### config.mk
export PLATFORM = sky130hd
export DESIGN_NAME = pdm_mode_ctrl
export DESIGN_NICKNAME = d
export VERILOG_FILES = /design/src/design/pdm_pkg.sv /design/src/design/pdm_wait_if.sv /design/src/design/pdm_wait_counter.sv /design/src/design/pdm_mode_ctrl.sv
export VERILOG_INCLUDE_DIRS = /design/src /design/src/design
export SDC_FILE = /design/constraint.sdc
export NUM_CORES = 1
export LEC_CHECK = 0
export BUFFER_PORTS_ARGS = -buffer_cell sky130_fd_sc_hd__buf_2
export CORE_MARGIN = 8
export CORE_UTILIZATION = 40
export CTS_CLUSTER_SIZE = 12
export DETAILED_ROUTE_END_ITERATION = 10
export GPL_TIMING_DRIVEN = 0
export SLEW_MARGIN = 20
export SYNTH_ARGS = -nofsm -noshare
export SYNTH_HDL_FRONTEND = slang
export SYNTH_SLANG_ARGS = --single-unit
### constraint.sdc
create_clock -name core_clk -period 2.66 [get_ports core_clk]
set_input_delay 0.399 -clock core_clk [delete_from_list [all_inputs] [get_ports core_clk]]
set_output_delay 0.399 -clock core_clk [all_outputs]
set_load 0.02 [all_outputs]
### src/design/pdm_defs.svh
/*
  Register offsets, field positions, reset values and wait counts of the
  power-down mode control block. Included by bare name; definitions only.
*/
`ifndef PDM_DEFS_SVH
`define PDM_DEFS_SVH

// ==========================================================================
// Register map
`define PDM_ADDR_W 4
`define PDM_OFF_CTRL_ONE 4'h0
`define PDM_OFF_CTRL_TWO 4'h1
`define PDM_OFF_STATUS 4'h2
`define PDM_OFF_CMD 4'h3

// ==========================================================================
// Control register one fields
`define PDM_BIT_DEEP_STANDBY 7
`define PDM_BIT_WAIT_HI 6
`define PDM_BIT_WAIT_LO 4
`define PDM_BIT_LOW_SPEED 3
`define PDM_BIT_TIMER_MODE 2
`define PDM_BIT_MDIV_HI 1
`define PDM_BIT_MDIV_LO 0
`define PDM_RST_CTRL_ONE 8'h03

// ==========================================================================
// Control register two fields
`define PDM_BIT_DIRECT 3
`define PDM_BIT_MEDIUM 2
`define PDM_RST_CTRL_TWO 8'h00

// ==========================================================================
// Command register bits
`define PDM_BIT_CMD_SLEEP 0
`define PDM_BIT_CMD_WAKE 1

// ==========================================================================
// Wait counts in states
`define PDM_WAIT_W 15
`define PDM_WAIT_0 15'h2000
`define PDM_WAIT_1 15'h4000
`define PDM_WAIT_2 15'h0400
`define PDM_WAIT_3 15'h0800
`define PDM_WAIT_4 15'h1000
`define PDM_WAIT_5 15'h0100
`define PDM_WAIT_6 15'h0200
`define PDM_WAIT_7 15'h0010

`endif

### src/design/pdm_pkg.sv
/*
  Types of the power-down mode control block.
  Assumes nothing of its surroundings.
*/
package pdm_pkg;

  // ==========================================================================
  // Operating modes
  typedef enum logic [2:0] {
    PDM_ACTIVE_HIGH,
    PDM_ACTIVE_MEDIUM,
    PDM_SUBACTIVE,
    PDM_SLEEP,
    PDM_SUBSLEEP,
    PDM_WATCH,
    PDM_STANDBY
  } pdm_mode_t;

  // ==========================================================================
  // Wait sequencer states
  typedef enum logic [1:0] {
    PDM_RUN,
    PDM_LOW,
    PDM_WAIT
  } pdm_seq_t;

endpackage

### src/design/pdm_wait_if.sv
/*
  Interface between mode controller and its wait counter.
  Assumes one clock shared by both ends.
*/
`timescale 1ns/100ps
`default_nettype none

interface pdm_wait_if;
  logic start;
  logic [14:0] count;
  logic done;
  modport ctrl (output start, output count, input done);
  modport cnt (input start, input count, output done);
endinterface

`default_nettype wire

### src/design/pdm_wait_counter.sv
/*
  Oscillation stabilization wait counter.
  Assumes start is a one-cycle pulse and count is stable while running.
*/
`timescale 1ns/100ps
`default_nettype none

module pdm_wait_counter #(
  parameter int WIDTH = 15
) (
  // Clock and reset
  input wire logic core_clk,
  input wire logic nrst,
  input wire logic clk_en,
  // Controller link
  pdm_wait_if.cnt wt
);

  initial begin
    if (WIDTH != 15) $error("pdm_wait_counter: WIDTH must be 15");
  end

  logic [WIDTH-1:0] remain_q;
  logic busy_q;
  logic done_q;

  // ==========================================================================
  // Count states, then pulse done
  always_ff @(posedge core_clk or negedge nrst) begin
    if (!nrst) begin
      remain_q <= '0;
      busy_q <= 1'b0;
      done_q <= 1'b0;
    end else if (clk_en) begin
      done_q <= 1'b0;
      if (wt.start) begin
        remain_q <= wt.count - 15'h0001;
        busy_q <= 1'b1;
      end else if (busy_q) begin
        if (remain_q == '0) begin
          busy_q <= 1'b0;
          done_q <= 1'b1;
        end else begin
          remain_q <= remain_q - 15'h0001;
        end
      end
    end
  end

  assign wt.done = done_q;

endmodule // pdm_wait_counter

`default_nettype wire

### src/design/pdm_mode_ctrl.sv
/*
  Power-down mode control: control registers, sleep target decode,
  oscillator wait sequencing and medium-speed divider selection.
  Assumes a CPU-side register port and sleep and wake strobes on core_clk.
*/
// Notes on behaviour
// - Deep standby bit picks standby/watch over sleep
// - Wait codes 0-3 give 8192,16384,1024,2048
// - Wait codes 4-7 give 4096,256,512,16
// - Wait holds CPU and peripherals on wake
// - Low-speed bit picks subclock after watch
// - Target mode decoded from five control bits
// - Divider code 00 is /8, 11 is /64
// - Middle divider codes give /16 and /32
`timescale 1ns/100ps
`default_nettype none
`include "pdm_defs.svh"

module pdm_mode_ctrl (
  // Clock and reset
  input wire logic core_clk,
  input wire logic nrst,
  input wire logic clk_en,
  // Register port
  input wire logic [3:0] reg_addr,
  input wire logic [7:0] reg_wdata,
  input wire logic reg_wr,
  input wire logic reg_rd,
  output logic [7:0] reg_rdata,
  // CPU events
  input wire logic sleep_exec,
  input wire logic wake_irq,
  // Clock control outputs
  output logic cpu_hold,
  output logic periph_hold,
  output logic osc_run,
  output logic sub_clk_sel,
  output logic [6:0] osc_div,
  output logic [2:0] mode_out
);

  // ==========================================================================
  // Registers
  logic [7:0] ctrl_one_q;
  logic [7:0] ctrl_two_q;
  pdm_pkg::pdm_mode_t mode_q;
  pdm_pkg::pdm_mode_t target_d;
  pdm_pkg::pdm_seq_t seq_q;
  logic sleep_q;
  logic wake_q;
  logic [14:0] wait_cnt_d;
  logic start_q;
  logic [6:0] div_d;
  logic [7:0] rdata_q;

  pdm_wait_if wt ();

  pdm_wait_counter #(
    .WIDTH(15)
  ) u_wait (
    .core_clk(core_clk),
    .nrst(nrst),
    .clk_en(clk_en),
    .wt(wt)
  );

  wire logic deep_standby_select = ctrl_one_q[`PDM_BIT_DEEP_STANDBY];
  wire logic low_speed_wake_select = ctrl_one_q[`PDM_BIT_LOW_SPEED];
  wire logic timer_mode_select = ctrl_one_q[`PDM_BIT_TIMER_MODE];
  wire logic direct_transfer_select = ctrl_two_q[`PDM_BIT_DIRECT];
  wire logic medium_speed_select = ctrl_two_q[`PDM_BIT_MEDIUM];
  wire logic [2:0] wait_sel = ctrl_one_q[`PDM_BIT_WAIT_HI:`PDM_BIT_WAIT_LO];
  wire logic [1:0] mdiv_sel = ctrl_one_q[`PDM_BIT_MDIV_HI:`PDM_BIT_MDIV_LO];

  // Divider field may change only in high-speed or subactive mode
  wire logic mdiv_ok = (mode_q == pdm_pkg::PDM_ACTIVE_HIGH) ||
                       (mode_q == pdm_pkg::PDM_SUBACTIVE);

  // ==========================================================================
  // Register writes
  always_ff @(posedge core_clk or negedge nrst) begin
    if (!nrst) begin
      ctrl_one_q <= `PDM_RST_CTRL_ONE;
      ctrl_two_q <= `PDM_RST_CTRL_TWO;
    end else if (clk_en && reg_wr) begin
      if (reg_addr == `PDM_OFF_CTRL_ONE) begin
        ctrl_one_q[7:2] <= reg_wdata[7:2];
        if (mdiv_ok) begin
          ctrl_one_q[1:0] <= reg_wdata[1:0];
        end
      end
      if (reg_addr == `PDM_OFF_CTRL_TWO) begin
        ctrl_two_q <= {4'h0, reg_wdata[3:2], 2'h0};
      end
    end
  end

  // ==========================================================================
  // Register reads, data one cycle later
  always_ff @(posedge core_clk or negedge nrst) begin
    if (!nrst) begin
      rdata_q <= 8'h00;
    end else if (clk_en) begin
      rdata_q <= 8'h00;
      if (reg_rd) begin
        case (reg_addr)
          `PDM_OFF_CTRL_ONE: rdata_q <= ctrl_one_q;
          `PDM_OFF_CTRL_TWO: rdata_q <= ctrl_two_q;
          `PDM_OFF_STATUS: rdata_q <= {3'h0, seq_q == pdm_pkg::PDM_WAIT, 1'b0, mode_q};
          default: rdata_q <= 8'h00;
        endcase
      end
    end
  end

  // ==========================================================================
  // Sleep target decode
  always_comb begin
    target_d = pdm_pkg::PDM_SLEEP;
    if (!deep_standby_select) begin
      if (mode_q == pdm_pkg::PDM_SUBACTIVE) begin
        target_d = pdm_pkg::PDM_SUBSLEEP;
      end else begin
        target_d = pdm_pkg::PDM_SLEEP;
      end
    end else if (timer_mode_select) begin
      target_d = pdm_pkg::PDM_WATCH;
    end else begin
      target_d = pdm_pkg::PDM_STANDBY;
    end
    if (direct_transfer_select && !deep_standby_select) begin
      if (mode_q == pdm_pkg::PDM_SUBACTIVE) begin
        target_d = medium_speed_select ? pdm_pkg::PDM_ACTIVE_MEDIUM :
                                         pdm_pkg::PDM_ACTIVE_HIGH;
      end else if (low_speed_wake_select) begin
        target_d = pdm_pkg::PDM_SUBACTIVE;
      end
    end
  end

  // ==========================================================================
  // Wait length per code
  always_comb begin
    case (wait_sel)
      3'h0: wait_cnt_d = `PDM_WAIT_0;
      3'h1: wait_cnt_d = `PDM_WAIT_1;
      3'h2: wait_cnt_d = `PDM_WAIT_2;
      3'h3: wait_cnt_d = `PDM_WAIT_3;
      3'h4: wait_cnt_d = `PDM_WAIT_4;
      3'h5: wait_cnt_d = `PDM_WAIT_5;
      3'h6: wait_cnt_d = `PDM_WAIT_6;
      default: wait_cnt_d = `PDM_WAIT_7;
    endcase
  end

  // ==========================================================================
  // Medium-speed divider
  always_comb begin
    case (mdiv_sel)
      2'h0: div_d = 7'h08;
      2'h1: div_d = 7'h10;
      2'h2: div_d = 7'h20;
      default: div_d = 7'h40;
    endcase
  end

  wire logic [6:0] div_use = (mode_q == pdm_pkg::PDM_ACTIVE_MEDIUM ||
                              (mode_q == pdm_pkg::PDM_SLEEP && medium_speed_select)) ?
                             div_d : 7'h01;

  // Command strobes from register or CPU ports
  wire logic cmd_wr = clk_en && reg_wr && (reg_addr == `PDM_OFF_CMD);
  wire logic sleep_req = sleep_exec || (cmd_wr && reg_wdata[`PDM_BIT_CMD_SLEEP]);
  wire logic wake_req = wake_irq || (cmd_wr && reg_wdata[`PDM_BIT_CMD_WAKE]);

  // ==========================================================================
  // Mode sequencer
  always_ff @(posedge core_clk or negedge nrst) begin
    if (!nrst) begin
      mode_q <= pdm_pkg::PDM_ACTIVE_HIGH;
      seq_q <= pdm_pkg::PDM_RUN;
      start_q <= 1'b0;
    end else if (clk_en) begin
      start_q <= 1'b0;
      case (seq_q)
        pdm_pkg::PDM_RUN: begin
          if (sleep_req) begin
            mode_q <= target_d;
            if (target_d != pdm_pkg::PDM_ACTIVE_HIGH &&
                target_d != pdm_pkg::PDM_ACTIVE_MEDIUM &&
                target_d != pdm_pkg::PDM_SUBACTIVE) begin
              seq_q <= pdm_pkg::PDM_LOW;
            end
          end
        end
        pdm_pkg::PDM_LOW: begin
          if (wake_req) begin
            if (mode_q == pdm_pkg::PDM_WATCH && low_speed_wake_select) begin
              mode_q <= pdm_pkg::PDM_SUBACTIVE;
              seq_q <= pdm_pkg::PDM_RUN;
            end else if (mode_q == pdm_pkg::PDM_SUBSLEEP) begin
              mode_q <= pdm_pkg::PDM_SUBACTIVE;
              seq_q <= pdm_pkg::PDM_RUN;
            end else if (mode_q == pdm_pkg::PDM_SLEEP) begin
              // Medium bit picks the active speed after sleep as well
              mode_q <= medium_speed_select ? pdm_pkg::PDM_ACTIVE_MEDIUM :
                                              pdm_pkg::PDM_ACTIVE_HIGH;
              seq_q <= pdm_pkg::PDM_RUN;
            end else begin
              start_q <= 1'b1;
              seq_q <= pdm_pkg::PDM_WAIT;
            end
          end
        end
        pdm_pkg::PDM_WAIT: begin
          if (wt.done) begin
            mode_q <= medium_speed_select ? pdm_pkg::PDM_ACTIVE_MEDIUM :
                                            pdm_pkg::PDM_ACTIVE_HIGH;
            seq_q <= pdm_pkg::PDM_RUN;
          end
        end
        default: seq_q <= pdm_pkg::PDM_RUN;
      endcase
    end
  end

  assign wt.start = start_q;
  assign wt.count = wait_cnt_d;

  // ==========================================================================
  // Registered outputs
  always_ff @(posedge core_clk or negedge nrst) begin
    if (!nrst) begin
      cpu_hold <= 1'b0;
      periph_hold <= 1'b0;
      osc_run <= 1'b1;
      sub_clk_sel <= 1'b0;
      osc_div <= 7'h01;
      mode_out <= 3'h0;
    end else if (clk_en) begin
      cpu_hold <= (seq_q != pdm_pkg::PDM_RUN);
      periph_hold <= (seq_q == pdm_pkg::PDM_WAIT) ||
                     (seq_q == pdm_pkg::PDM_LOW && mode_q == pdm_pkg::PDM_STANDBY);
      osc_run <= !(seq_q == pdm_pkg::PDM_LOW &&
                   (mode_q == pdm_pkg::PDM_STANDBY || mode_q == pdm_pkg::PDM_WATCH ||
                    mode_q == pdm_pkg::PDM_SUBSLEEP)) && mode_q != pdm_pkg::PDM_SUBACTIVE;
      sub_clk_sel <= (mode_q == pdm_pkg::PDM_SUBACTIVE) ||
                     (mode_q == pdm_pkg::PDM_SUBSLEEP) ||
                     (mode_q == pdm_pkg::PDM_WATCH);
      osc_div <= div_use;
      mode_out <= mode_q;
    end
  end

  assign reg_rdata = rdata_q;

endmodule // pdm_mode_ctrl

`default_nettype wire

==> metrics.csv, run 1 <==
metric,value,unit
antenna_cells,0,
die_h,102.0,µm
synth_most_common_cell,dfrtp_1,
worst-endpoint-required,2870,ps
avgSynthCellArea,9.901,µm²
power_density,1039,nW/µm²
io_pins,41,
relSlewSlack,54.62,%
io_buffers,37,
critical_path_class,reg2reg,
r2r-end,u_wait.remain_q[6]$_DFFE_PN0P_,
ant_nets,0,
cp-end-kind,flop,
yosysWarnings,0,
ir_drop,0.0003985,V
ff_latch_area,1331,µm²
power_leakage,0.001533,µW
p_sw,1510,µW
multi_input_area,1485,µm²
cts_sinks,53,
worstMarginPinSlew,680.6,ps
swShare,42.45,%
ys.flop_type,dfrtp_1,
grt_max_degree,54,
cts_tree,done,
gr-total-overflow,0,
pwr-share-clk,16.3,%
async_reset_ff_share,100.0,%
postCtsHoldBufs,0,
avgRoutedWirePerCell,15.75,µm
dpl.hpwl,5.132,mm
die_width,102.0,µm
combinationalPowerShare,47.5,%
nFillCells,690,
ys_ff_latch,53,
synth.area.top_cells,"dfrtp_1 41%, mux2_2 6.1%, o21ai_0 3.7%",
cp-start-kind,flop,
clock_path_buffers,2,
syn-cell-area,2960,µm²
wl,7.025,mm
rows,31,
rr_worst_depth,10,
synth_edf_count,0,
maxCapViolations,0,
post-route-drc-count,0,
outcome,completed,
holdCritPathClass,in2async,
syn_inst,299,
yosysTopAreaCellShare,41.42,%
drv_slew,0,
drtIter0Drc,105,
power,3557,µW
clk_latency,320,ps
synth.largest_area_cell,dfrtp_1,
grtUsageTotal,14.20,%
ys_seq_area_share,44.97,%
finalHoldViolations,0,
rrSetupSlack,230,ps
layout.nets,369,
cts-root-buf,clkbuf_8,
viasPerCell,5.343,
htreeDepth,2,
grt_first_pass_wirelength,11.69,mm
synthTopCellsByCount,"49 x dfrtp_1, 23 x nor2_1, 22 x nand2_1, 22 x o21ai_0, 16 x mux2_2",
start_util,41.03,%
setup-tns-final,0,ps
report.final.setup_viol,0,
worst_clock_skew,14.07,ps
clkTransAtPathRegs,110,ps
cts_buffers,5,
place_congestion,0.8318,
num_vias,2383,
synth_cell_type_count,64,
dr.pass1.iters,4,
die_area,10410,µm²
path_max_fanout,10,
seqPwrFrac,36.2,%
rsz0062_at_grt,no,
p_int,2047,µW
min_period_over_period,91.41,%
syn2layout_area_growth,15.60,%
arrival,2640,ps
fmax,411.3,MHz
rr_startpoint,start_q$_DFFE_PN0P_,
grt_antenna_before_repair,0,
post-route-min-period,2432,ps
drive_above_1_share,26.51,%
coreArea,7214,µm²
grt_pass1_vias,2419,
[cells by family (layout without fill, tap and decap cells)]
| logic type | count (synthesis) | count (layout) | synth area share, % |
|---|---|---|---|
| mux | 23 | 23 | 8.453 |
| other cells | 1 | 2 | 0.1267 |
| fa+ha+maj | 4 | 4 | 1.691 |
| buf+inv | 35 | 82 | 5.368 |
| simple gates | 100 | 100 | 18.98 |
| flops | 53 | 53 | 44.97 |
| compound gates | 77 | 77 | 18.64 |
| xor+xnor | 6 | 6 | 1.775 |
[sequential cells by signal, indices dropped and copies added (netlist names), 2 cells and up]
signal and cells:
mode_out 3, seq_q 2, u_wait.remain_q 15, mode_q 3, osc_div 5, ctrl_two_q 2, ctrl_one_q 8, reg_rdata 8
[worst max-delay path by stage]
stage                                       to  slack, ps                 from  depth (start not counted)
2_1_floorplan  u_wait.remain_q[14]$_DFFE_PN0P_        530  start_q$_DFFE_PN0P_                          9
6_report        u_wait.remain_q[6]$_DFFE_PN0P_        230  start_q$_DFFE_PN0P_                         10
4_1_cts        u_wait.remain_q[14]$_DFFE_PN0P_         50  start_q$_DFFE_PN0P_                          9
5_1_grt        u_wait.remain_q[10]$_DFFE_PN0P_          1  start_q$_DFFE_PN0P_                          9
3_3_place_gp   u_wait.remain_q[10]$_DFFE_PN0P_         20  start_q$_DFFE_PN0P_                          9
3_5_place_dp   u_wait.remain_q[14]$_DFFE_PN0P_         -9  start_q$_DFFE_PN0P_                          9
[routing by layer]
layer / vias up / wire length [µm] / GRT usage [%]
met3: 7 / 329 / 3.406
met1: 1135 / 3212 / 18.17
met4: 0 / 65 / 3.837
met2: 57 / 3417 / 23.29
li1: 1184 / - / -
met5: - / 0 / 0
[cells in the final DEF (no fill, tap or decap), drive strengths merged, types with 2 or more instances in the layout]
cell type,synthesis,final
or3,2,2
dfrtp,49,49
nor2b,4,4
o2111ai,2,2
a22o,3,3
nor4b,4,4
nand3,5,5
o21bai,2,2
nor3,8,8
nand2,22,22
a211oi,3,3
and2,2,2
nor2,23,23
ha,4,4
conb,1,2
o211ai,2,2
o2bb2ai,8,8
clkbuf,6,11
nor4,4,4
mux2i,7,7
buf,13,52
inv,14,16
nand3b,4,4
dfstp,4,4
a31oi,3,3
mux2,16,16
xor2,5,5
nand2b,5,5
nor3b,4,4
o21ai,22,22
a21oi,13,13
a21o,2,2
and4,2,2
nand4,6,6
a221oi,3,3
[layout make-up]
class,count,area share [%]
repair buffers,39,5.923
flip-flops and latches,53,38.90
clock buffers,5,2.011
inverters,16,1.865
clock inverters,3,1.389
multi-input cells,212,43.40
well taps,99,3.620
plain buffers,19,2.888
[through the flow]
stage / hold slack [ps] / std cells / cell area, µm² / util, % / worst slack, ps
2_1_floorplan: 103.4 / 300 / 2964 / - / 532.8
3_3_place_gp: 469.2 / 436 / 3273 / 45.37 / 18.87
3_5_place_dp: 471.1 / 436 / 3276 / 45.40 / -9.152
4_1_cts: 136.8 / 444 / 3403 / 47.17 / 45.55
5_1_grt: 164.8 / 446 / 3422 / 47.43 / 1.425
6_report: 89.61 / 446 / 3422 / 47.43 / 228.4
[timing repair]
| item | in CTS | in global routing |
|---|---|---|
| setup endpoints to repair | 2 | 5 |
| setup buffers | 0 | 2 |
| gates cloned | 0 | 0 |
| gates resized for setup | 1 | 1 |
[worst max-delay path, cell delays in order, from the launching register on]
cell and delay [ps]:
dfrtp_1 370, buf_2 250, buf_4 220, clkinvlp_4 210, nand2_1 130, ha_1 300
o2111ai_4 210, buf_4 200, nor4b_1 230, nand2_1 80, o211a_1 120
[power groups by stage]
| stage | logic (µW) | clock network [µW] | registers (µW) |
|---|---|---|---|
| finish | 1690 | 581 | 1290 |
| global route | 1900 | 632 | 1330 |
| CTS | 1660 | 602 | 1290 |
| detailed placement | 1640 | 0 | 1300 |
| global placement | 1630 | 0 | 1290 |
| floorplan | 1190 | 0 | 1330 |
(Power assumes the default switching activity.)
==> run 2: changes to the inputs <==
--- a/config.mk
+++ b/config.mk
@@ -6,9 +6,11 @@
 export SDC_FILE = /design/constraint.sdc
 export NUM_CORES = 1
 export LEC_CHECK = 0
+export ABC_AREA = 1
 export BUFFER_PORTS_ARGS = -buffer_cell sky130_fd_sc_hd__buf_2
 export CORE_MARGIN = 8
 export CORE_UTILIZATION = 40
+export CTS_CLUSTER_DIAMETER = 150
 export CTS_CLUSTER_SIZE = 12
 export DETAILED_ROUTE_END_ITERATION = 10
 export GPL_TIMING_DRIVEN = 0
==> run 2 against run 1 <==
Wire length increased by 4.3%. Global-route usage increased by 0.79 points. Cell count increased by 22%. Combinational power increased by 2%. Sequential power decreased by 4%. Clock skew decreased by 8.3 ps. Design area decreased by 0.37%. Critical path depth increased by 1. Non-clock buffer count decreased by 10. Critical endpoint is now u_wait.remain_q[14]$_DFFE_PN0P_.
==> metrics.csv, run 2 <==
metric,value,unit,change
outcome,completed,,unchanged
htreeDepth,2,,unchanged
clkTransAtPathRegs,90,ps,was 110 ps
cts_buffers,5,,unchanged
report.final.setup_viol,0,,unchanged
seqPwrFrac,36.3,%,was 36.2%
worstMarginPinSlew,693.7,ps,was 680.6 ps
pwr-share-clk,13.2,%,was 16.3%
post-route-drc-count,0,,unchanged
yosysTopAreaCellShare,40.68,%,was 41.42%
grtUsageTotal,14.98,%,was 14.20%
holdCritPathClass,in2async,,unchanged
yosysWarnings,0,,unchanged
viasPerCell,4.751,,was 5.343
pre_cts_ws,924.5,ps,was -9.152 ps
num_vias,2575,,"was 2,383"
syn-cell-area,3014,µm²,was 2960 µm²
rows,31,,unchanged
swShare,45.49,%,was 42.45%
power_leakage,0.001807,µW,was 0.001533 µW
path_max_fanout,10,,unchanged
syn_inst,397,,was 299
grt_pass1_vias,2560,,"was 2,419"
clock_path_buffers,2,,unchanged
grt_first_pass_wirelength,12.42,mm,was 11.69 mm
post-route-min-period,1733,ps,was 2432 ps
cts_tree,done,,unchanged
cp-end-kind,flop,,unchanged
fmax,577.0,MHz,was 411.3 MHz
cts-root-buf,clkbuf_8,,unchanged
p_int,1867,µW,was 2047 µW
setup_slack,926.8,ps,was 228.4 ps
largest_reg_flops,15,,unchanged
grt_max_degree,54,,unchanged
start_util,41.33,%,was 41.03%
mostFrequentLayoutCells,"116 x nand2_1, 49 x dfrtp_1, 48 x inv_1",,"was 49 x dfrtp_1, 45 x buf_2, 23 x nor2_1"
dpl.hpwl,5.694,mm,was 5.132 mm
async_reset_ff_share,100.0,%,unchanged
synth.largest_area_cell,dfrtp_1,,unchanged
min_period_over_period,65.16,%,was 91.41%
worst_clock_skew,5.765,ps,was 14.07 ps
antenna_cells,0,,unchanged
post-cts-setup-buffer-count,0,,unchanged
relSlewSlack,53.75,%,was 54.62%
final_common_cell,nand2_1,,was dfrtp_1
whs,99.24,ps,was 89.61 ps
cts_sinks,53,,unchanged
synthTopCellsByCount,"116 x nand2_1, 49 x dfrtp_1, 48 x inv_1, 39 x nor2_1, 30 x nand3_1",,"was 49 x dfrtp_1, 23 x nor2_1, 22 x nand2_1, 22 x o21ai_0, 16 x mux2_2"
postCtsHoldBufs,0,,unchanged
drtIter0Drc,102,,was 105
cp-start-kind,flop,,unchanged
power_density,1005,nW/µm²,was 1039 nW/µm²
power,3426,µW,was 3557 µW
nFillCells,791,,was 690
avgSynthCellArea,7.592,µm²,was 9.901 µm²
synth_most_common_cell,nand2_1,,was dfrtp_1
die_area,10570,µm²,"was 10,410 µm²"
drive_above_1_share,18.28,%,was 26.51%
largest-register,u_wait.remain_q,,unchanged
worst-endpoint-required,2860,ps,was 2870 ps
wl,7.326,mm,was 7.025 mm
drv_slew,0,,unchanged
arrival,1940,ps,was 2640 ps
rsz0062_at_grt,no,,unchanged
ys_ff_latch,53,,unchanged
avgRoutedWirePerCell,13.52,µm,was 15.75 µm
ir_drop,0.0003618,V,was 0.0003985 V
gr-total-overflow,0,,unchanged
place_congestion,0.9255,,was 0.8318
io_pins,41,,unchanged
synth_cell_type_count,38,,was 64
die_width,102.8,µm,was 102.0 µm
dr.pass1.iters,4,,unchanged
finalHoldViolations,0,,unchanged
ant_nets,0,,unchanged
die_h,102.8,µm,was 102.0 µm
fin_area,3410,µm²,was 3422 µm²
coreArea,7292,µm²,was 7214 µm²
place_area,3329,µm²,was 3276 µm²
p_sw,1558,µW,was 1510 µW
combinationalPowerShare,50.6,%,was 47.5%
critical_path_class,reg2reg,,unchanged
cts_resized,0,,was 1
grt_antenna_before_repair,0,,unchanged
synth_edf_count,0,,unchanged
syn2layout_area_growth,13.12,%,was 15.60%
ys.flop_type,dfrtp_1,,unchanged
maxCapViolations,0,,unchanged
io_buffers,37,,unchanged
synth.area.top_cells,"dfrtp_1 41%, nand2_1 14%, inv_1 6.0%",,"was dfrtp_1 41%, mux2_2 6.1%, o21ai_0 3.7%"
clk_latency,310,ps,was 320 ps
layout.nets,465,,was 369
setup-tns-final,0,ps,unchanged
ys_seq_area_share,44.17,%,was 44.97%
## run 2: cell types whose count changed after synthesis, moves of 8 or more
cell	previous run	this run
nand2_1	22	116
inv_1	14	48
nand3_1	5	30
mux2_2	16	0
nor2_1	23	39
o21ai_1	0	8
o2bb2ai_1	8	0
## run 2: worst max-delay path, cell delays in order (launching register included)
cell     delay (ps)
dfrtp_1         430
inv_2            60
buf_6           150
nand2_1          80
ha_1            190
nand2_1         100
nor2_4          150
nand3_4         120
nor2_2          130
nand3_1          80
nand3_1          90
nand2_1          50
## run 2: logic make-up (layout without fill, tap and decap cells)
family                   after synthesis  in the layout  share of synthesized area [%]
XOR/XNOR                               7              7                          2.034
AND/OR/NAND/NOR                      209            209                          31.42
adder cells (fa/ha/maj)                4              4                          1.661
AO/OA/AOI/OAI                         57             57                          11.25
flip-flops                            53             53                          44.17
buffers and inverters                 66            111                          9.339
other                                  1              2                         0.1244
## run 2: per-stage QoR
stage               instances  utilization [%]
finish                    542            46.76
global route              542            46.76
CTS                       542            46.76
detailed placement        534            45.66
global placement          534            45.62
floorplan                 398                -
## run 2: per-layer routing
layer / global-route usage [%] / up-vias / routed length [µm]
met3: 3.038 / 8 / 262
met1: 17.97 / 1185 / 3265
met5: 0 / - / 0
li1: - / 1342 / -
met2: 26.57 / 40 / 3709
met4: 4.004 / 0 / 88
## run 2: area by class of cell
type | count | area [µm²] | area share [%]
multi-input combinational | 279 | 1405 | 41.21
sequential | 53 | 1331 | 39.05
inverter | 55 | 206.4 | 6.055
timing repair buffer | 37 | 187.7 | 5.505
tap | 99 | 123.9 | 3.633
clock buffer | 8 | 80.08 | 2.349
buffer | 11 | 75.07 | 2.202
## run 2: worst paths after layout
path	start	end	slack (ps)	depth (start not counted)
worst max-delay path	start_q$_DFFE_PN0P_	u_wait.remain_q[14]$_DFFE_PN0P_	930	11
worst min-delay path	nrst	u_wait.remain_q[6]$_DFFE_PN0P_	100	1
worst max register to register	start_q$_DFFE_PN0P_	u_wait.remain_q[14]$_DFFE_PN0P_	930	11
worst min register to register	mode_out[1]$_DFFE_PN0P_	mode_out[1]$_DFFE_PN0P_	480	2
max in group asynchronous	nrst	u_wait.busy_q$_DFFE_PN0P_	2060	1
min in group core_clk	reg_wdata[7]	ctrl_one_q[7]$_DFFE_PN0P_	290	3
## run 2: power by group through the flow
stage / clock network, µW / registers, µW / logic (µW)
after CTS: 467 / 1240 / 1760
after detailed placement: 0 / 1260 / 1750
after global placement: 0 / 1250 / 1720
final: 451 / 1240 / 1730
after global routing: 494 / 1280 / 1980
after floorplan: 0 / 1290 / 1300
